--- config.mk ---
export PLATFORM = sky130hd
export DESIGN_NAME = nfc_ctrl
export DESIGN_NICKNAME = d
export VERILOG_FILES = /design/src/pkg/nfc_pkg.sv /design/src/rtl/nfc_seq_rom.sv /design/src/rtl/nfc_ctrl.sv
export SDC_FILE = /design/constraint.sdc
export NUM_CORES = 1
export LEC_CHECK = 0
export BUFFER_PORTS_ARGS = -buffer_cell sky130_fd_sc_hd__buf_2
export CAP_MARGIN = 40
export CORE_AREA = 2 2 127 129
export DETAILED_ROUTE_END_ITERATION = 7
export DIE_AREA = 0 0 129 131
export HOLD_SLACK_MARGIN = 0.06
export PLACE_DENSITY = 0.86
export SLEW_MARGIN = 25
export SYNTH_ARGS = -nofsm -noshare
export SYNTH_HDL_FRONTEND = slang
export SYNTH_SLANG_ARGS = --single-unit
--- constraint.sdc ---
create_clock -name clock_i -period 2.95 [get_ports clock_i]
set_input_delay 0.1475 -clock clock_i [delete_from_list [all_inputs] [get_ports clock_i]]
set_output_delay 0.1475 -clock clock_i [all_outputs]
set_load 0.02 [all_outputs]
--- src/pkg/nfc_pkg.sv ---
// What this block does
// - Write counts only with chip-select and write-strobe low, output-enable high.
// - Controller issues erase resume to leave erase suspension.
// - On timeout-fail flag controller must reset device to restore read mode.
// - Id and query modes persist until reset; the controller issues no reset before array reads, the host requests OP_SWRESET.
// - Program is two unlock cycles, program code, then address with data.
// - Reset pin low for minimum width; wait ready time while busy is low.
package nfc_pkg;

  // ---------------------------------------------------------------
  // Timing (50 MHz clock)
  // ---------------------------------------------------------------
  localparam int CLK_MHZ         = 50;
  localparam int T_STROBE_NS     = 60;   // Strobe low / setup phase
  localparam int T_STROBE_CYC    = (T_STROBE_NS * CLK_MHZ + 999) / 1000;
  localparam int T_RESET_NS      = 500;  // Minimum reset pulse width
  localparam int T_RESET_CYC     = (T_RESET_NS * CLK_MHZ + 999) / 1000;
  localparam int T_READY_US      = 20;   // Reset ready time
  localparam int T_READY_CYC     = T_READY_US * CLK_MHZ;
  localparam int T_PWRUP_US      = 50;   // Power-up settle wait
  localparam int T_PWRUP_CYC     = T_PWRUP_US * CLK_MHZ;
  localparam int CNT_W           = 16;

  // ---------------------------------------------------------------
  // Command codes and unlock cycles
  // ---------------------------------------------------------------
  localparam logic [22:0] UNLOCK1_ADDR = 23'h000555;
  localparam logic [22:0] UNLOCK2_ADDR = 23'h0002aa;
  localparam logic [15:0] UNLOCK1_DATA = 16'h00aa;
  localparam logic [15:0] UNLOCK2_DATA = 16'h0055;
  localparam logic [15:0] CMD_PROGRAM  = 16'h00a0;
  localparam logic [15:0] CMD_SUSPEND  = 16'h00b0;
  localparam logic [15:0] CMD_RESUME   = 16'h0030;
  localparam logic [15:0] CMD_RESET    = 16'h00f0;

  // ---------------------------------------------------------------
  // Wishbone register map (word offsets as byte addresses)
  // ---------------------------------------------------------------
  localparam logic [3:0] REG_CTRL   = 4'h0;  // W: go, op
  localparam logic [3:0] REG_ADDR   = 4'h4;  // Flash address
  localparam logic [3:0] REG_WDATA  = 4'h8;  // Write data
  localparam logic [3:0] REG_STATUS = 4'hc;  // R: status, read data
  localparam int CTRL_GO_BIT   = 0;
  localparam int CTRL_OP_LSB   = 1;
  localparam int CTRL_IDSEL_BIT = 4;
  localparam int ST_BUSY_BIT   = 0;
  localparam int ST_FAIL_BIT   = 1;
  localparam int ST_LOCK_BIT   = 2;
  localparam int ST_RDY_BIT    = 3;
  localparam int ST_DATA_LSB   = 16;

  typedef enum logic [2:0] {
    OP_READ, OP_PROGRAM, OP_SUSPEND, OP_RESUME, OP_SWRESET, OP_HWRESET, OP_POLL
  } nfc_op_t;

  // Flash pin bundle from controller
  typedef struct packed {
    logic        ce_n;
    logic        we_n;
    logic        oe_n;
    logic        rst_n;
    logic        id_hv;      // High-voltage request on id_select_address_bit
    logic [22:0] addr;
  } nfc_pins_t;

  // Wishbone request bundle
  typedef struct packed {
    logic        cyc;
    logic        stb;
    logic        we;
    logic [3:0]  sel;
    logic [3:0]  adr;
    logic [31:0] dat;
  } nfc_wb_req_t;

endpackage

--- src/rtl/nfc_seq_rom.sv ---
`timescale 1ns/1ns
// Small sequence table: address and data of each bus cycle of a command
module nfc_seq_rom (
  input  wire logic                clock_i,  // System clock
  input  wire logic [2:0]          op_i,     // Operation
  input  wire logic [1:0]          idx_i,    // Cycle index
  input  wire logic [22:0]         uaddr_i,  // User address
  input  wire logic [15:0]         udata_i,  // User data
  output logic      [22:0]         addr_o,   // Registered cycle address
  output logic      [15:0]         data_o,   // Registered cycle data
  output logic      [1:0]          last_o    // Registered last index
);
  import nfc_pkg::*;

  logic [22:0] addr_nxt;
  logic [15:0] data_nxt;
  logic [1:0]  last_nxt;

  // Table lookup
  always_comb begin
    addr_nxt = uaddr_i;
    data_nxt = udata_i;
    last_nxt = 2'h0;
    case (nfc_op_t'(op_i))
      OP_PROGRAM: begin
        last_nxt = 2'h3;
        case (idx_i)
          2'h0: begin addr_nxt = UNLOCK1_ADDR; data_nxt = UNLOCK1_DATA; end
          2'h1: begin addr_nxt = UNLOCK2_ADDR; data_nxt = UNLOCK2_DATA; end
          2'h2: begin addr_nxt = UNLOCK1_ADDR; data_nxt = CMD_PROGRAM;  end
          default: begin addr_nxt = uaddr_i; data_nxt = udata_i; end
        endcase
      end
      OP_SUSPEND: data_nxt = CMD_SUSPEND;
      OP_RESUME:  data_nxt = CMD_RESUME;
      OP_SWRESET: data_nxt = CMD_RESET;
      default:    data_nxt = udata_i;
    endcase
  end

  // Registered read out
  always_ff @(posedge clock_i) begin
    addr_o <= addr_nxt;
    data_o <= data_nxt;
    last_o <= last_nxt;
  end
endmodule

--- src/rtl/nfc_ctrl.sv ---
// Local design decisions: the Wishbone register port and the placing of the registers.
`timescale 1ns/1ns
// Host controller for an asynchronous NOR flash, commanded over Wishbone
module nfc_ctrl (
  input  wire logic                 clock_i,     // 50 MHz clock
  input  wire logic                 nrst_i,      // Sync reset, active low
  input  wire nfc_pkg::nfc_wb_req_t wb_i,        // Wishbone request
  output logic      [31:0]          wb_dat_o,    // Wishbone read data
  output logic                      wb_ack_o,    // Wishbone ack
  output nfc_pkg::nfc_pins_t        pins_o,      // Flash control/address pins
  output logic      [15:0]          dq_o,        // Data pins out
  output logic                      dq_oe_n_o,   // Data pins enable, low drives
  input  wire logic [15:0]          dq_i,        // Data pins in
  input  wire logic                 ready_busy_n_i, // Flash ready/busy
  input  wire logic                 lockout_i    // Supply lockout indication
);
  import nfc_pkg::*;

  typedef enum logic [2:0] {
    S_PWRUP, S_IDLE, S_SETUP, S_STROBE, S_HOLD, S_RSTLOW, S_RSTWAIT
  } nfc_state_t;

  // -----------------------------------------------------------------
  // Input synchronisers
  // -----------------------------------------------------------------
  logic [15:0] dq_s1_r, dq_s2_r;
  logic        rb_s1_r, rb_s2_r, lk_s1_r, lk_s2_r;
  always_ff @(posedge clock_i) begin
    dq_s1_r <= dq_i;
    dq_s2_r <= dq_s1_r;
    rb_s1_r <= ready_busy_n_i;
    rb_s2_r <= rb_s1_r;
    lk_s1_r <= lockout_i;
    lk_s2_r <= lk_s1_r;
  end

  // -----------------------------------------------------------------
  // Registers
  // -----------------------------------------------------------------
  nfc_state_t   st_r, st_nxt;
  logic [2:0]   op_r;
  logic         idsel_r;
  logic [22:0]  uaddr_r;
  logic [15:0]  udata_r;
  logic [15:0]  rdata_r;
  logic         fail_r;
  logic         go_r;
  logic [1:0]   idx_r;
  logic [CNT_W-1:0] cnt_r;
  logic [22:0]  seq_addr;
  logic [15:0]  seq_data;
  logic [1:0]   seq_last;

  nfc_seq_rom u_rom (
    .clock_i (clock_i),
    .op_i    (op_r),
    .idx_i   (idx_r),
    .uaddr_i (uaddr_r),
    .udata_i (udata_r),
    .addr_o  (seq_addr),
    .data_o  (seq_data),
    .last_o  (seq_last)
  );

  // -----------------------------------------------------------------
  // Bus decode
  // -----------------------------------------------------------------
  wire wb_req    = wb_i.cyc & wb_i.stb & ~wb_ack_o;
  wire wb_wr     = wb_req & wb_i.we;
  wire hit_ctrl  = wb_i.adr == REG_CTRL;
  wire hit_addr  = wb_i.adr == REG_ADDR;
  wire hit_wdata = wb_i.adr == REG_WDATA;
  wire hit_stat  = wb_i.adr == REG_STATUS;
  wire busy      = st_r != S_IDLE;
  // Go accepted only when idle and supply is good
  wire go_take   = wb_wr & hit_ctrl & wb_i.sel[0] & wb_i.dat[CTRL_GO_BIT]
                   & ~busy & ~lk_s2_r;
  wire is_read   = (nfc_op_t'(op_r) == OP_READ) || (nfc_op_t'(op_r) == OP_POLL);
  wire cnt_done  = cnt_r == '0;
  // Timeout flag counts only on status polls, never on array data
  wire fail_seen = (nfc_op_t'(op_r) == OP_POLL) & dq_s2_r[5];
  wire [31:0] stat_word = {rdata_r, 12'h000,
                           rb_s2_r, lk_s2_r, fail_r, busy};

  // -----------------------------------------------------------------
  // Bus slave: one wait state, ack for one cycle
  // -----------------------------------------------------------------
  always_ff @(posedge clock_i) begin
    if (!nrst_i) begin
      wb_ack_o <= 1'b0;
      wb_dat_o <= 32'h0000_0000;
    end else begin
      wb_ack_o <= wb_req;
      if (wb_req && !wb_i.we) begin
        if (hit_stat)       wb_dat_o <= stat_word;
        else if (hit_addr)  wb_dat_o <= {9'h000, uaddr_r};
        else if (hit_wdata) wb_dat_o <= {16'h0000, udata_r};
        else                wb_dat_o <= {27'h0, idsel_r, op_r, 1'b0};
      end
    end
  end

  // Register writes
  always_ff @(posedge clock_i) begin
    if (!nrst_i) begin
      uaddr_r <= 23'h0;
      udata_r <= 16'h0;
      op_r    <= 3'h0;
      idsel_r <= 1'b0;
    end else if (wb_wr && !busy) begin
      if (hit_addr)  uaddr_r <= wb_i.dat[22:0];
      if (hit_wdata) udata_r <= wb_i.dat[15:0];
      if (hit_ctrl) begin
        op_r    <= wb_i.dat[CTRL_OP_LSB +: 3];
        idsel_r <= wb_i.dat[CTRL_IDSEL_BIT];
      end
    end
  end

  // -----------------------------------------------------------------
  // Sequencer next state
  // -----------------------------------------------------------------
  always_comb begin
    st_nxt = st_r;
    case (st_r)
      S_PWRUP:   if (cnt_done) st_nxt = S_IDLE;
      S_IDLE:    if (go_r) st_nxt = (nfc_op_t'(op_r) == OP_HWRESET) ? S_RSTLOW : S_SETUP;
      S_SETUP:   if (cnt_done) st_nxt = S_STROBE;
      S_STROBE:  if (cnt_done) st_nxt = S_HOLD;
      S_HOLD:    if (cnt_done) st_nxt = (idx_r == seq_last) ? S_IDLE : S_SETUP;
      S_RSTLOW:  if (cnt_done) st_nxt = S_RSTWAIT;
      S_RSTWAIT: if (cnt_done || rb_s2_r) st_nxt = S_IDLE;
      default:   st_nxt = S_IDLE;
    endcase
  end

  // State, counter, pin drive
  always_ff @(posedge clock_i) begin
    if (!nrst_i) begin
      st_r      <= S_PWRUP;
      cnt_r     <= CNT_W'(T_PWRUP_CYC);
      go_r      <= 1'b0;
      idx_r     <= 2'h0;
      fail_r    <= 1'b0;
      rdata_r   <= 16'h0;
      pins_o    <= '{ce_n:1'b1, we_n:1'b1, oe_n:1'b1, rst_n:1'b1, id_hv:1'b0, addr:23'h0};
      dq_o      <= 16'h0;
      dq_oe_n_o <= 1'b1;
    end else begin
      st_r <= st_nxt;
      go_r <= go_take;
      cnt_r <= (st_nxt != st_r) ?
               ((st_nxt == S_RSTLOW) ? CNT_W'(T_RESET_CYC) :
                (st_nxt == S_RSTWAIT) ? CNT_W'(T_READY_CYC) : CNT_W'(T_STROBE_CYC))
               : (cnt_done ? cnt_r : cnt_r - 1'b1);
      pins_o.id_hv <= idsel_r;
      case (st_nxt)
        S_SETUP: begin
          pins_o.addr <= seq_addr;
          pins_o.ce_n <= 1'b0;
          pins_o.oe_n <= 1'b1;
          pins_o.we_n <= 1'b1;
          dq_o        <= seq_data;
          dq_oe_n_o   <= is_read;
        end
        S_STROBE: begin
          // Write: CE and WE low with OE high; read: OE low, WE high
          pins_o.we_n <= is_read;
          pins_o.oe_n <= ~is_read;
        end
        S_HOLD: begin
          if (is_read && st_r == S_STROBE) begin
            rdata_r <= dq_s2_r;
            fail_r  <= fail_r | fail_seen;
          end
          pins_o.we_n <= 1'b1;
          pins_o.oe_n <= 1'b1;
        end
        S_RSTLOW: pins_o.rst_n <= 1'b0;
        S_RSTWAIT: begin
          pins_o.rst_n <= 1'b1;
          fail_r       <= 1'b0;
        end
        default: begin
          pins_o.ce_n <= 1'b1;
          pins_o.we_n <= 1'b1;
          pins_o.oe_n <= 1'b1;
          dq_oe_n_o   <= 1'b1;
        end
      endcase
      if (st_r == S_HOLD && cnt_done) idx_r <= (st_nxt == S_IDLE) ? 2'h0 : idx_r + 2'h1;
      if (st_r == S_IDLE) idx_r <= 2'h0;
      if (nfc_op_t'(op_r) == OP_SWRESET && st_r == S_HOLD) fail_r <= 1'b0;
    end
  end
endmodule

=== After elaboration in Yosys (flattened, before gate mapping) ===
Index checks and enable logic that the tools add are counted.

* Bitwise logic cells: 15
* Add/subtract/negate cells: 2
* Equal/unequal tests: 28
* Mux-type cells: 29
* Reduce and logical (&&, ||, !) cells: 26

{| class="wikitable"
|+ Operator list
! kind !! count
|-
| 16-bit case mux with 4 select lines || 1
|-
| 16-bit two-way mux || 3
|-
| 16-bit case mux with 3 select lines || 1
|-
| 23-bit two-way mux || 2
|-
| 23-bit case mux with 2 select lines || 1
|-
| 32-bit two-way mux || 1
|-
| 3-bit equality test (second input constant) || 9
|-
| 3-bit two-way mux || 8
|-
| 3-bit case mux with 7 select lines || 1
|-
| 10-bit two-way mux || 2
|-
| 3-bit by 2-bit equality test with 1-bit output (second input constant) || 6
|-
| 16-bit logical NOT || 1
|-
| 16-bit by 1-bit subtractor with 16-bit output (second input constant) || 1
|-
| 2-bit AND reduction || 5
|-
| 1-bit AND || 9
|-
| 3-bit by 1-bit equality test with 1-bit output (second input constant) || 3
|-
| 4-bit equality test (second input constant) || 2
|-
| 1-bit case mux with 2 select lines || 4
|-
| 2-bit OR reduction || 4
|-
| 3-bit logical NOT || 2
|-
| 2-bit two-way mux || 3
|-
| 1-bit logical AND || 5
|-
| 1-bit inverter || 5
|-
| 4-bit by 3-bit equality test with 1-bit output (second input constant) || 1
|-
| other kinds (17) || 20
|}

* Input bits: 63
* Bits in registers: 237
* Word-level logic and storage cells: 129
* Output and inout bits: 78

=== Depth between registers and ports, before layout ===
Gate-level depths: netlist (run 1).

* Depth after elaboration: 8
* Mapped depth: 12
* Mapped depth without buffers: 9

=== By module ===
From an unflattened synthesis (run 1), not the netlist that was laid out.

* Cells, all modules: 990
* Area total of the unflattened synthesis: 8,977.4 um^2

{| class="wikitable"
|+ Modules (own cells, without submodules)
! module !! area each (um^2) !! seq. area each (um^2) !! instances !! cells each
|-
| nfc_ctrl || 7,669.9 || 3,923.8 || 1 || 870
|-
| nfc_seq_rom || 1,307.5 || 800.8 || 1 || 120
|}

=== Worst setup path after synthesis (run 1) ===
Ideal clock, no wire load.

* Kind: register to register
* Start: register cnt_r[0]
* End: register dq_oe_n_o
* Arrival time: 2.229 ns
* Stages on the path, launching flop included: 11
* Path buffers: 1
* Data required time: 2.828 ns
* Library setup time: 0.122 ns
* Clock period less this slack: 2.350 ns
* Slack: 0.600 ns
* Cell sequence: dfxtp_1 -> inv_1 -> ha_1 -> buf_2 -> nor4b_1 -> nand4_2 -> or3_1 -> and4bb_4 -> a21o_1 -> o311a_1 -> o32a_1

* Cells in the longest elaborated chain, start to end: 7
* Elaborated cells on any way between the ends: 16
* Those cells by class: 5 x eq/ne; 8 x mux; 3 x reduce/logical

{| class="wikitable"
|+ RTL lines
! element !! line !! text
|-
| start, declared || nfc_ctrl.sv:49 || <nowiki>logic [CNT_W-1:0] cnt_r;</nowiki>
|-
| start signal, assigned || nfc_ctrl.sv:141 || <nowiki>cnt_r <= CNT_W'(T_PWRUP_CYC);</nowiki>
|-
| start signal, assigned || nfc_ctrl.sv:152 || <nowiki>cnt_r <= (st_nxt != st_r) ?</nowiki>
|-
| 16-bit logical NOT * || nfc_ctrl.sv:79 || <nowiki>wire cnt_done = cnt_r == '0;</nowiki>
|-
| 1-bit logical OR || nfc_ctrl.sv:132 || <nowiki>S_RSTWAIT: if (cnt_done || rb_s2_r) st_nxt = S_IDLE;</nowiki>
|-
| 3-bit two-way mux || nfc_ctrl.sv:132 ||
|-
| 3-bit case mux with 7 select lines * || nfc_ctrl.sv:125 || <nowiki>case (st_r)</nowiki>
|-
| 3-bit equality test / 3-bit by 2-bit equality test with 1-bit output (equally long branches) || nfc_ctrl.sv:157 || <nowiki>case (st_nxt)</nowiki>
|-
| 4-bit OR reduction (no source line) || n/a ||
|-
| 1-bit case mux with 2 select lines || nfc_ctrl.sv:157 ||
|-
| end signal, assigned || nfc_ctrl.sv:164 || <nowiki>dq_oe_n_o <= is_read;</nowiki>
|-
| end, declared || nfc_ctrl.sv:12 || <nowiki>output logic dq_oe_n_o,</nowiki>
|}

Mark *: on every way between the ends. The rest lies on a longest branch, timed or not.
A chain may end at the register's enable or synchronous reset.

=== Worst setup path in the final report (run 1) ===
* Start: register cnt_r[0]
* End: register pins_o[22] (netlist bit)

* Cells in the longest elaborated chain, start to end: 5
* Elaborated cells on any way between the ends: 10
* Those cells by class: 1 x eq/ne; 7 x mux; 2 x reduce/logical

{| class="wikitable"
|+ RTL lines
! element !! line !! text
|-
| 16-bit logical NOT * || nfc_ctrl.sv:79 ||
|-
| 1-bit logical OR || nfc_ctrl.sv:132 ||
|-
| 3-bit two-way mux || nfc_ctrl.sv:132 ||
|-
| 3-bit case mux with 7 select lines * || nfc_ctrl.sv:125 ||
|-
| 3-bit by 2-bit equality test with 1-bit output * || nfc_ctrl.sv:157 ||
|-
| end signal, assigned || nfc_ctrl.sv:146 || <nowiki>pins_o <= '{ce_n:1'b1, we_n:1'b1, oe_n:1'b1, rst_n:1'b1, id_hv:1'b0, addr:23'h0};</nowiki>
|-
| end, declared || nfc_ctrl.sv:10 || <nowiki>output nfc_pkg::nfc_pins_t pins_o,</nowiki>
|}

Marked as above.

==> key figures, run 1 <==
Power and ir drop
  – Reg power frac: 51.7%
  – Clk pwr share: 43.3%
  – Worst vdd ir: 0.508 mV
  – Net Sw Power: 1.38 mW
  – Logic pwr share: 4.9%
  – P_leak: 4.15 nW
  – Power per cell area: 603 nW/µm²
  – Int Pwr: 4.97 mW
  – Switch share: 21.7%

Global route
  – Vias in the first global route: 7106
  – GR met1 Demand/Resource: 31.0%
  – Busiest grt layer: met2
  – Largest net degree at the start of global routing: 98
  – Global-route wire length before repair: 34.8 mm
  – Met3 Use GR: 6.11%
  – GRT overflow: 0
  – GRT Overall Usage: 25.8%
  – Initial antenna violation count: 1
  – Grt met2 use: 44.0%

CTS
  – CTS root buf: clkbuf_16
  – Num CTS Buffers: 23
  – Clock Tree Buf Depth: 3
  – H-tree levels: 1
  – CTS clk-pin slew, worst paths: 0.06 ns
  – Worst-Skew Late Latency: 0.52 ns
  – Post-CTS Setup Bufs: 0
  – Clk sinks: 236
  – CTS tree: done

Finish
  – Finished Core Util: 67.5%
  – Number of nets in the layout: 1193
  – Area Growth Syn to Fin: 24.0%
  – Final Cell Area: 10500 µm²
  – Share of layout cells above drive strength 1: 17.7%
  – Final-layout fill cell count: 1173
  – Fin cells: 1354

Routing
  – Detailed Route WL: 22.1 mm
  – WL/cell: 16.3 µm
  – Post-route ant nets: 0
  – Residual DRC: 0
  – Drt initial violations: 573
  – Vias per inst: 5.48
  – DR pass1 iterations: 6
  – Vias: 7416

Yosys
  – Avg Cell Area, Syn: 8.80 µm²
  – Seq/Total Area, Yosys: 55.7%
  – Cell taking the most area after synthesis: dfxtp_1
  – Most common cell in the synthesized netlist: dfxtp_1
  – Synth unique cells: 59
  – Synth Instances: 965
  – Main synth FF type: dfxtp_1
  – Post-synth EDFFs: 0
  – Largest cells by area after synthesis: dfxtp_1 56%, nand2_1 10%, a21oi_1 7.1%
  – Syn Nets: 1034
  – Post-synth top cells: 236 x dfxtp_1, 229 x nand2_1, 121 x a21oi_1
  – #FFs+latches synth: 236
  – FFs w/ async S/R, synth: 0%
  – Post-synth top area share: 55.7%
  – Synth Warn #: 0
  – Cell Area, Synth: 8490 µm²

STA
  – Slew Viols, Final: 0
  – Fmax: 370 MHz
  – RSZ-0062 raised after global routing: false
  – Final min period: 2.70 ns
  – Final Hold Viols: 0
  – Worst slew pin tran: 0.650 ns
  – Period utilization: 91.7%
  – Clock Skew: 0.00733 ns
  – Slew HR: 56.3%
  – Setup TNS Final: 0 ns
  – # setup viols final: 0
  – Hold_ws: 0.0520 ns

Setup path
  – Critical Path Start Type: register
  – Worst EP required: 3.39 ns
  – Critical setup path kind: reg -> reg
  – CP Max Fanout: 14
  – Worst Setup End Kind: register
  – Critical Path AT: 3.14 ns

Placed design
  – Final HPWL DP: 13.8 mm
  – Placed cell areas: 9350 µm²
  – GPL Wtd Cong: 0.869
  – Port Buf Inserts: 128
  – Dpl cells: 1268

Run
  – Maximum capacitance violations: 0

Floorplanning
  – Die extent in y: 131 µm
  – Num rows: 46
  – Initial Util: 54.4%
  – Core Box Area: 15600 µm²
  – Die Span X: 129 µm
  – # IOs: 141
  – DIE AREA: 16900 µm²

Run status
  – Outcome: finished, final reports clean

Worst hold path
  – Min-Delay Path Class: in -> reg
power by group through the flow:
stage | sequential [mW] | clock [mW] | combinational [mW]
3_3_place_gp | 3.35 | 0 | 0.248
4_1_cts | 3.28 | 2.78 | 0.305
6_report | 3.28 | 2.75 | 0.312
2_1_floorplan | 3.36 | 0 | 0.139
5_1_grt | 3.29 | 2.92 | 0.340
3_5_place_dp | 3.35 | 0 | 0.256
cell type report:
cell class | instances | area [µm²] | area share [%]
sequential | 236 | 4720 | 44.9
multi-input combinational | 653 | 3460 | 32.9
timing repair buffer | 194 | 1300 | 12.3
clock buffer | 35 | 681 | 6.46
tap | 216 | 270 | 2.57
inverter | 16 | 62.6 | 0.594
clock inverter | 3 | 30.0 | 0.285
antenna | 1 | 2.50 | 0.0238
repair_timing:
action                                 CTS  global route
endpoints found under the hold margin   73             0
resized for setup                        0             1
hold buffers                            46             0
setup endpoints to repair                0             1
metal layers:
| layer | vias up | wire length (µm) |
|---|---|---|
| li1 | 3577 | - |
| met1 | 3448 | 8880 |
| met2 | 317 | 10700 |
| met3 | 72 | 1710 |
| met4 | 2 | 793 |
| met5 | - | 12 |
flip-flops by register name, indices dropped and copies added, names as in the netlist, 23 cells and up:
name,count
u_rom.addr_o,23
uaddr_r,23
pins_o,28
wb_dat_o,32
worst max-delay path, cell delays in order, from the launching register on:
cell	delay (ns)
dfxtp_1	0.34
inv_1	0.07
ha_2	0.26
nor4b_1	0.32
nand4_2	0.29
o21ai_1	0.29
and4bb_4	0.32
and2b_4	0.33
nand2_1	0.20
a21oi_1	0.19
final timing paths:
path / start / endpoint / slack [ns] / depth (start not counted)
worst min-delay path: wb_i[40] / wb_dat_o[25]$_SDFFE_PN0P_ / 0.05 / 4
worst max register to register: cnt_r[0]$_SDFFE_PN0P_ / pins_o[22]$_SDFFE_PN0N_ / 0.25 / 9
worst min register to register: dq_s1_r[2]$_DFF_P_ / dq_s2_r[2]$_DFF_P_ / 0.33 / 0
worst max-delay path: cnt_r[0]$_SDFFE_PN0P_ / pins_o[22]$_SDFFE_PN0N_ / 0.25 / 9
cell families after synthesis:
| kind of cell | synth area share, % |
|---|---|
| buffers and inverters | 3.73 |
| XOR/XNOR | 1.34 |
| AO/OA/AOI/OAI | 14.0 |
| adder cells (fa/ha/maj) | 0.884 |
| AND/OR/NAND/NOR | 23.1 |
| flip-flops | 55.7 |
| multiplexers | 1.33 |
layout by cell type (no fill, tap or decap), drive strengths merged, types with 2 or more instances in the layout:
master,netlist,routed
nor3b,4,4
nor4,8,8
buf,11,148
mux2i,9,9
clkbuf,49,35
a22oi,2,2
mux2,2,2
inv,16,17
nand2,229,229
and2,12,12
clkinv,0,2
a221oi,19,19
nor4b,2,2
dfxtp,236,236
a21oi,121,121
ha,6,6
nand3,17,17
dlygate4sd3,0,46
nor3,39,39
a31oi,2,2
and3,3,3
nand2b,4,4
a22o,4,4
xnor2,6,6
o21ai,24,24
nor2b,18,18
nor2,65,65
a21o,3,3
nand3b,2,2
or3,3,3
o21a,8,8
a211oi,8,8
xor2,7,7
nand4,7,7
a21boi,2,2
stage by stage:
stage          worst slack [ns]  power, mW
5_1_grt                  0.0570       6.55
2_1_floorplan             0.600       3.50
3_5_place_dp              0.288       3.61
3_3_place_gp              0.376       3.60
4_1_cts                   0.179       6.37
6_report                  0.246       6.35
No activity file was read; power rests on OpenSTA's default activity.
==> inputs of run 2 (changes only) <==
==> constraint.sdc (replaced) <==
create_clock -name clock_i -period 2.95 [get_ports clock_i]
set_input_delay 0.295 -clock clock_i [delete_from_list [all_inputs] [get_ports clock_i]]
set_output_delay 0.295 -clock clock_i [all_outputs]
set_load 0.02 [all_outputs]
==> run 2 against run 1 <==
  * Die area unchanged
  * Sequential share of layout area up 0.62 points
  * Sequential cell count unchanged
  * Fmax down 0.14%
  * Clock-buffer cell count down 1
  * Via count down 1.5%
  * Critical path depth up 1
  * Register-to-register slack about the same
  * Clock skew up 0.0065 ns
  * Critical path type unchanged
  * Critical endpoint is now dq_o[5]$_SDFFE_PN0N_
==> key figures, run 2 (same netlist as run 1, synthesis figures left out) <==
Run status
  – Outcome: finished, final reports clean (unchanged)

Floorplanning
  – Num rows: 46 (unchanged)
  – Die Span X: 129 µm (unchanged)
  – Core Box Area: 15600 µm² (unchanged)
  – Die extent in y: 131 µm (unchanged)
  – DIE AREA: 16900 µm² (unchanged)
  – # IOs: 141 (unchanged)
  – Initial Util: 54.4% (unchanged)

Global route
  – Largest net degree at the start of global routing: 83 (was 98)
  – GRT overflow: 0 (unchanged)
  – Vias in the first global route: 6842 (was 7106)
  – Global-route wire length before repair: 33.7 mm (was 34.8 mm)
  – GRT Overall Usage: 24.8% (was 25.8%)
  – Initial antenna violation count: 0 (was 1)

Finish
  – Finished Core Util: 66.6% (was 67.5%)
  – Top Registers: wb_dat_o x32, pins_o x28 (unchanged)
  – Commonest non-fill, non-tap cell in the layout: dfxtp_1 (unchanged)
  – Share of layout cells above drive strength 1: 17.8% (was 17.7%)
  – Number of nets in the layout: 1178 (was 1193)
  – Area Growth Syn to Fin: 22.3% (was 24.0%)
  – Commonest non-fill, non-tap cells in the layout: 236 x dfxtp_1, 229 x nand2_1, 128 x buf_2, 121 x a21oi_1, 64 x nor2_1 (unchanged)
  – Max reg flops: 32 (unchanged)
  – Final Cell Area: 10400 µm² (was 10500 µm²)
  – Fin cells: 1340 (was 1354)
  – Largest reg by FF count: wb_dat_o (unchanged)

Placed design
  – Port Buf Inserts: 128 (unchanged)
  – Dpl ws: 0.280 ns (was 0.288 ns)
  – Dpl cells: 1268 (unchanged)
  – Final HPWL DP: 13.8 mm (about the same)
  – GPL Wtd Cong: 0.911 (was 0.869)
  – Placed cell areas: 9340 µm² (was 9350 µm²)

CTS
  – Num CTS Buffers: 23 (unchanged)
  – Worst-Skew Late Latency: 0.50 ns (was 0.52 ns)
  – Clock Tree Buf Depth: 3 (unchanged)
  – CTS clk-pin slew, worst paths: 0.06 ns (about the same)
  – Post-CTS Setup Bufs: 0 (unchanged)
  – CTS root buf: clkbuf_16 (unchanged)
  – H-tree levels: 1 (unchanged)
  – Hold_buf cts: 30 (was 46)
  – Clk sinks: 236 (unchanged)
  – CTS tree: done (unchanged)
  – Post-cts sizing count: 0 (unchanged)

STA
  – Clock Skew: 0.0139 ns (was 0.00733 ns)
  – Hold_ws: 0.0701 ns (was 0.0520 ns)
  – Fin worst setup slack: 0.242 ns (was 0.246 ns)
  – # setup viols final: 0 (unchanged)
  – Worst slew pin tran: 0.631 ns (was 0.650 ns)
  – Final Hold Viols: 0 (unchanged)
  – RSZ-0062 raised after global routing: false (unchanged)
  – Slew Viols, Final: 0 (unchanged)
  – Setup TNS Final: 0 ns (unchanged)
  – Period utilization: 91.8% (was 91.7%)
  – Final min period: 2.71 ns (was 2.70 ns)
  – Fmax: 369 MHz (was 370 MHz)
  – Slew HR: 57.6% (was 56.3%)

Setup path
  – Worst Setup End Kind: register (unchanged)
  – Top cell family by delay on the critical path: simple AND/OR/NAND/NOR gates (unchanged)
  – Worst EP required: 3.36 ns (was 3.39 ns)
  – CP Max Fanout: 28 (was 14)
  – Critical Path AT: 3.12 ns (was 3.14 ns)
  – CP max stage cell: dfxtp_1 (unchanged)
  – Largest stage delay, worst path: 0.34 ns (about the same)
  – Critical setup path kind: reg -> reg (unchanged)
  – Worst Path Buf+Inv: 2 (was 1)
  – Critical Path Start Type: register (unchanged)
  – Critical path, cell by cell: inv_1 -> ha_1 -> nor4b_1 -> nand4_2 -> o21ai_1 -> and4bb_4 -> and2b_4 -> buf_12 -> nand2_1 -> a21oi_1 (was inv_1 -> ha_2 -> nor4b_1 -> nand4_2 -> o21ai_1 -> and4bb_4 -> and2b_4 -> nand2_1 -> a21oi_1)

Routing
  – Detailed Route WL: 21.4 mm (was 22.1 mm)
  – WL/cell: 15.9 µm (was 16.3 µm)
  – Vias: 7304 (was 7416)
  – Residual DRC: 0 (unchanged)
  – Vias per inst: 5.45 (was 5.48)
  – Post-route ant nets: 0 (unchanged)
  – DR pass1 iterations: 5 (was 6)
  – Drt initial violations: 518 (was 573)

Power and ir drop
  – Power per cell area: 609 nW/µm² (was 603 nW/µm²)
  – P_leak: 4.09 nW (was 4.15 nW)
  – Worst vdd ir: 0.469 mV (was 0.508 mV)
  – Tot Pwr: 6.32 mW (was 6.35 mW)

Run
  – Maximum capacitance violations: 0 (unchanged)

Worst hold path
  – Min-Delay Path Class: in -> reg (unchanged)
run 2: cell count changes in the layout (fill, tap and decap cells not counted), sizes merged:
cell | before | now
buf | 148 | 149
bufinv | 0 | 1
clkbuf | 35 | 34
dlygate4sd3 | 46 | 30
clkinvlp | 0 | 2
inv | 17 | 16
run 2: worst paths after layout:
| kind | slack (ns) | cells past startpoint | startpoint | to |
|---|---|---|---|---|
| min reg2reg | 0.33 | 0 | dq_s1_r[12]$_DFF_P_ | dq_s2_r[12]$_DFF_P_ |
| min | 0.07 | 3 | wb_i[10] | uaddr_r[10]$_SDFFE_PN0P_ |
| max reg2reg | 0.24 | 10 | cnt_r[0]$_SDFFE_PN0P_ | dq_o[5]$_SDFFE_PN0N_ |
| max | 0.24 | 10 | cnt_r[0]$_SDFFE_PN0P_ | dq_o[5]$_SDFFE_PN0N_ |
run 2: power breakdown:
group          switching, mW  leakage [nW]  internal, mW
Combinational          0.169          1.84         0.126
Clock                   1.15         0.337          1.60
Sequential            0.0403          1.92          3.24
run 2: area by class of cell:
| type | count | area [µm²] |
|---|---|---|
| Timing Repair Buffer | 179 | 1160 |
| Inverter | 16 | 62.6 |
| Multi-Input combinational cell | 653 | 3460 |
| Sequential cell | 236 | 4720 |
| Fill cell | 1214 | 5210 |
| Clock buffer | 34 | 647 |
| Clock inverter | 5 | 55.1 |
| Antenna cell | 1 | 2.50 |
| Tap cell | 216 | 270 |
run 2: routing by layer:
layer | vias up | track usage (%) | wire length [µm] | part of all wire (%)
li1 | 3549 | - | - | -
met1 | 3418 | 31.9 | 8830 | 41
met2 | 279 | 41.7 | 10300 | 48
met3 | 58 | 4.85 | 1390 | 6.5
met4 | 0 | 9.14 | 801 | 3.8
met5 | - | 0 | 0 | 0
run 2: worst reg2reg max path, cell delays in order, from the launching register on:
cell,delay (ns)
dfxtp_1,0.34
inv_1,0.07
ha_1,0.30
nor4b_1,0.34
nand4_2,0.27
o21ai_1,0.26
and4bb_4,0.31
and2b_4,0.32
buf_12,0.21
nand2_1,0.07
a21oi_1,0.14
==> inputs of run 3 (changes only) <==
--- a/config.mk
+++ b/config.mk
@@ -5,8 +5,9 @@
 export SDC_FILE = /design/constraint.sdc
 export NUM_CORES = 1
 export LEC_CHECK = 0
+export ABC_AREA = 1
 export BUFFER_PORTS_ARGS = -buffer_cell sky130_fd_sc_hd__buf_2
-export CAP_MARGIN = 40
+export CAP_MARGIN = 20
 export CORE_AREA = 2 2 127 129
 export DETAILED_ROUTE_END_ITERATION = 7
 export DIE_AREA = 0 0 129 131
==> run 3 against run 2 <==
  * Global-route usage grew 0.20 points
  * Critical endpoint is now pins_o[13]$_SDFFE_PN0N_
  * Critical path depth grew 4
  * Core utilization grew 0.52 points
  * Die area is the same
  * Sequential share of layout area shrank 0.35 points
  * Synthesized area grew 0.66%
==> key figures, run 3 <==
Setup path
  – Critical Path Start Type: register (unchanged)
  – Critical setup path kind: reg -> reg (unchanged)
  – R2r endpoint: pins_o[13]$_SDFFE_PN0N_ (was dq_o[5]$_SDFFE_PN0N_)
  – Top cell by count, worst path: nand2_1
  – Worst Path Buf+Inv: 3 (was 2)
  – Worst EP required: 3.40 ns (was 3.36 ns)
  – Top cell family by delay on the critical path: simple AND/OR/NAND/NOR gates (unchanged)
  – Largest stage delay, worst path: 0.39 ns (was 0.34 ns)
  – Worst Setup End Kind: register (unchanged)
  – FF-to-FF path depth: 14 (was 10)
  – CP Max Fanout: 75 (was 28)
  – CP max stage cell: dfxtp_1 (unchanged)
  – Critical path, cell by cell: inv_1 -> ha_1 -> nand2_1 -> nor2_2 -> nand2_2 -> inv_2 -> nand2_1 -> nand2_1 -> nor2_1 -> nand3_2 -> nand3_4 -> buf_12 -> o21ai_0 -> a21oi_1 (was inv_1 -> ha_1 -> nor4b_1 -> nand4_2 -> o21ai_1 -> and4bb_4 -> and2b_4 -> buf_12 -> nand2_1 -> a21oi_1)
  – RR Startpoint: cnt_r[0]$_SDFFE_PN0P_ (unchanged)
  – Critical Path AT: 3.09 ns (was 3.12 ns)
  – Reg2reg setup slack: 0.31 ns (was 0.24 ns)
  – Cell count along the critical path: 14 (was 10)

Global route
  – GRT overflow: 0 (unchanged)
  – Global-route wire length before repair: 33.5 mm (was 33.7 mm)
  – Initial antenna violation count: 1 (was 0)
  – Busiest grt layer: met2 (unchanged)
  – Largest net degree at the start of global routing: 86 (was 83)
  – Vias in the first global route: 7023 (was 6842)
  – GR met1 Demand/Resource: 29.2% (was 31.9%)
  – GRT Overall Usage: 25.0% (was 24.8%)
  – Met3 Use GR: 6.19% (was 4.85%)
  – Grt met2 use: 42.6% (was 41.7%)

Placed design
  – Dpl ws: 0.364 ns (was 0.280 ns)
  – Final HPWL DP: 13.6 mm (was 13.8 mm)
  – Port Buf Inserts: 128 (unchanged)
  – GPL Wtd Cong: 0.895 (was 0.911)

Finish
  – Largest reg by FF count: wb_dat_o (unchanged)
  – Seq. cell area: 4720 µm² (unchanged)
  – Ant diodes: 0 (was 1)
  – Area of the multi-input gates: 3060 µm² (was 3460 µm²)
  – Commonest non-fill, non-tap cell in the layout: dfxtp_1 (unchanged)
  – Share of layout cells above drive strength 1: 17.4% (was 17.8%)
  – Final-layout fill cell count: 1195 (was 1214)
  – Commonest non-fill, non-tap cells in the layout: 236 x dfxtp_1, 147 x nand2_1, 137 x inv_1, 128 x buf_2, 115 x a21oi_1 (was 236 x dfxtp_1, 229 x nand2_1, 128 x buf_2, 121 x a21oi_1, 64 x nor2_1)
  – Number of nets in the layout: 1254 (was 1178)
  – Area Growth Syn to Fin: 22.5% (was 22.3%)
  – Top Registers: wb_dat_o x32, pins_o x28 (unchanged)
  – Max reg flops: 32 (unchanged)

CTS
  – CTS clk-pin slew, worst paths: 0.07 ns (was 0.06 ns)
  – H-tree levels: 1 (unchanged)
  – Clock Tree Buf Depth: 3 (unchanged)
  – CTS root buf: clkbuf_16 (unchanged)
  – CTS tree: done (unchanged)
  – Clk sinks: 236 (unchanged)
  – Num CTS Buffers: 23 (unchanged)
  – Worst-Skew Late Latency: 0.53 ns (was 0.50 ns)

Routing
  – Vias per inst: 5.15 (was 5.45)
  – Drt initial violations: 394 (was 518)
  – WL/cell: 14.8 µm (was 15.9 µm)
  – Residual DRC: 0 (unchanged)
  – Vias: 7299 (was 7304)
  – DR pass1 iterations: 5 (unchanged)
  – Post-route ant nets: 0 (unchanged)
  – Detailed Route WL: 20.9 mm (was 21.4 mm)

Power and ir drop
  – P_leak: 4.46 nW (was 4.09 nW)
  – Worst vdd ir: 0.514 mV (was 0.469 mV)
  – Power per cell area: 601 nW/µm² (was 609 nW/µm²)
  – Tot Pwr: 6.29 mW (was 6.32 mW)

STA
  – # setup viols final: 0 (unchanged)
  – Period utilization: 89.5% (was 91.8%)
  – Slew Viols, Final: 0 (unchanged)
  – Setup TNS Final: 0 ns (unchanged)
  – Fin worst setup slack: 0.311 ns (was 0.242 ns)
  – Slew HR: 50.2% (was 57.6%)
  – Clock Skew: 0.0233 ns (was 0.0139 ns)
  – Fmax: 379 MHz (was 369 MHz)
  – Worst slew pin tran: 0.746 ns (was 0.631 ns)
  – Final Hold Viols: 0 (unchanged)
  – RSZ-0062 raised after global routing: false (unchanged)
  – Final min period: 2.64 ns (was 2.71 ns)

Yosys
  – #FFs+latches synth: 236 (unchanged)
  – Compound-gate portion of the synthesized area: 17.4% (was 14.0%)
  – Largest family of logic cells by synthesized area: compound AO/OA/AOI/OAI gates (was simple AND/OR/NAND/NOR gates)
  – Cell taking the most area after synthesis: dfxtp_1 (unchanged)
  – Synth unique cells: 41 (was 59)
  – XOR/XNOR Fraction of Synth Area: 1.44% (was 1.34%)
  – Simple-gate area share of the yosys netlist: 16.2% (was 23.1%)
  – Synth Warn #: 0 (unchanged)
  – Post-synth top area share: 55.3% (was 55.7%)
  – Post-Synth Adder-Cell Area: 0.879% (was 0.884%)
  – Main synth FF type: dfxtp_1 (unchanged)
  – Avg Cell Area, Syn: 8.33 µm² (was 8.80 µm²)
  – Largest cells by area after synthesis: dfxtp_1 55%, a21oi_1 6.7%, o21ai_0 6.7% (was dfxtp_1 56%, nand2_1 10%, a21oi_1 7.1%)
  – Cell Area, Synth: 8540 µm² (was 8490 µm²)
  – Post-synthesis mux area share: 0% (was 1.33%)
  – FFs w/ async S/R, synth: 0% (unchanged)
  – Seq/Total Area, Yosys: 55.3% (was 55.7%)
  – Post-synth top cells: 236 x dfxtp_1, 147 x nand2_1, 137 x inv_1 (was 236 x dfxtp_1, 229 x nand2_1, 121 x a21oi_1)
  – Synth Instances: 1026 (was 965)
  – Post-synth EDFFs: 0 (unchanged)
  – Most common cell in the synthesized netlist: dfxtp_1 (unchanged)
  – Syn Nets: 1095 (was 1034)

Floorplanning
  – Initial Util: 54.8% (was 54.4%)
  – Num rows: 46 (unchanged)
  – Die extent in y: 131 µm (unchanged)
  – Die Span X: 129 µm (unchanged)
  – Core Box Area: 15600 µm² (unchanged)
  – # IOs: 141 (unchanged)
  – DIE AREA: 16900 µm² (unchanged)

Run
  – Maximum capacitance violations: 0 (unchanged)

Worst hold path
  – Min-Delay Path Class: in -> reg (unchanged)
  – WHS Endpoint: go_r$_SDFF_PN0_ (was uaddr_r[10]$_SDFFE_PN0P_)
  – Worst hold path stage count: 3 (unchanged)
  – HP Start: wb_i[0] (was wb_i[10])

Run status
  – Outcome: finished, final reports clean (unchanged)
## run 3: changes by cell type after synthesis, moves of 18 or more
cell,before,now
nor3_1,39,10
o21ai_0,22,114
nor2b_1,18,0
clkbuf_1,49,30
nand2_1,229,147
inv_1,16,137
## run 3: final cells by class
class	instances	area share, %
inverters	145	5.22
clock inverters	11	0.968
repair buffers	178	11.0
well taps	216	2.58
clock buffers	29	5.81
multi-input cells	601	29.3
flip-flops and latches	236	45.1
## run 3: worst reg2reg max path, delay by kind of cell, from the launching register on
kind	cells	cell delay [ns]
DFF	1	0.39
adders and majority gates	1	0.22
buffers and inverters	3	0.43
and+or+nand+nor	8	1.21
AOI/OAI and AO/OA	2	0.34
## run 3: routing by layer
metal / vias to the layer above / share of wire [%] / wire length (µm)
met5: - / 0.062 / 13
met4: 2 / 4.9 / 1020
met3: 73 / 7.9 / 1660
met2: 313 / 48 / 9970
met1: 3266 / 40 / 8280
li1: 3645 / - / -
## run 3: stage by stage
| stage | area, µm² | std cells | hold WS [ns] | utilization, % |
|---|---|---|---|---|
| 2_1_floorplan | 8540 | 1026 | 0.310 | - |
| 3_3_place_gp | 9370 | 1337 | 0.310 | 60.1 |
| 3_5_place_dp | 9370 | 1337 | 0.313 | 60.1 |
| 4_1_cts | 10500 | 1416 | 0.0649 | 67.1 |
| 5_1_grt | 10500 | 1416 | 0.0810 | 67.1 |
| 6_report | 10500 | 1416 | 0.0719 | 67.1 |
## run 3: worst max-delay path by stage
stage,from,end,slack [ns]
2_1_floorplan,cnt_r[0]$_SDFFE_PN0P_,cnt_r[1]$_SDFFE_PN0P_,0.99
3_3_place_gp,cnt_r[0]$_SDFFE_PN0P_,dq_o[13]$_SDFFE_PN0N_,0.46
3_5_place_dp,cnt_r[0]$_SDFFE_PN0P_,pins_o[10]$_SDFFE_PN0N_,0.36
4_1_cts,cnt_r[0]$_SDFFE_PN0P_,dq_o[7]$_SDFFE_PN0N_,0.33
5_1_grt,cnt_r[0]$_SDFFE_PN0P_,pins_o[13]$_SDFFE_PN0N_,0.04
6_report,cnt_r[0]$_SDFFE_PN0P_,pins_o[13]$_SDFFE_PN0N_,0.31
## run 3: cells by family (layout without fill, tap and decap cells)
| kind of cell | count (synthesis) | after routing |
|---|---|---|
| compound gates | 278 | 278 |
| xor+xnor | 14 | 14 |
| fa+ha+maj | 6 | 6 |
| buf+inv | 189 | 363 |
| flops | 236 | 236 |
| simple gates | 303 | 303 |
## run 3: report_power, final
group          switching (mW)  internal [mW]
Clock                    1.23           1.56
Combinational           0.140          0.112
Sequential             0.0220           3.23
Total                    1.39           4.90
## run 3: repair_timing
| item | CTS | global route |
|---|---|---|
| hold endpoints to repair | 46 | 0 |
| buffers inserted | 0 | 0 |
| gates resized for setup | 0 | 0 |
| hold buffers | 39 | 0 |
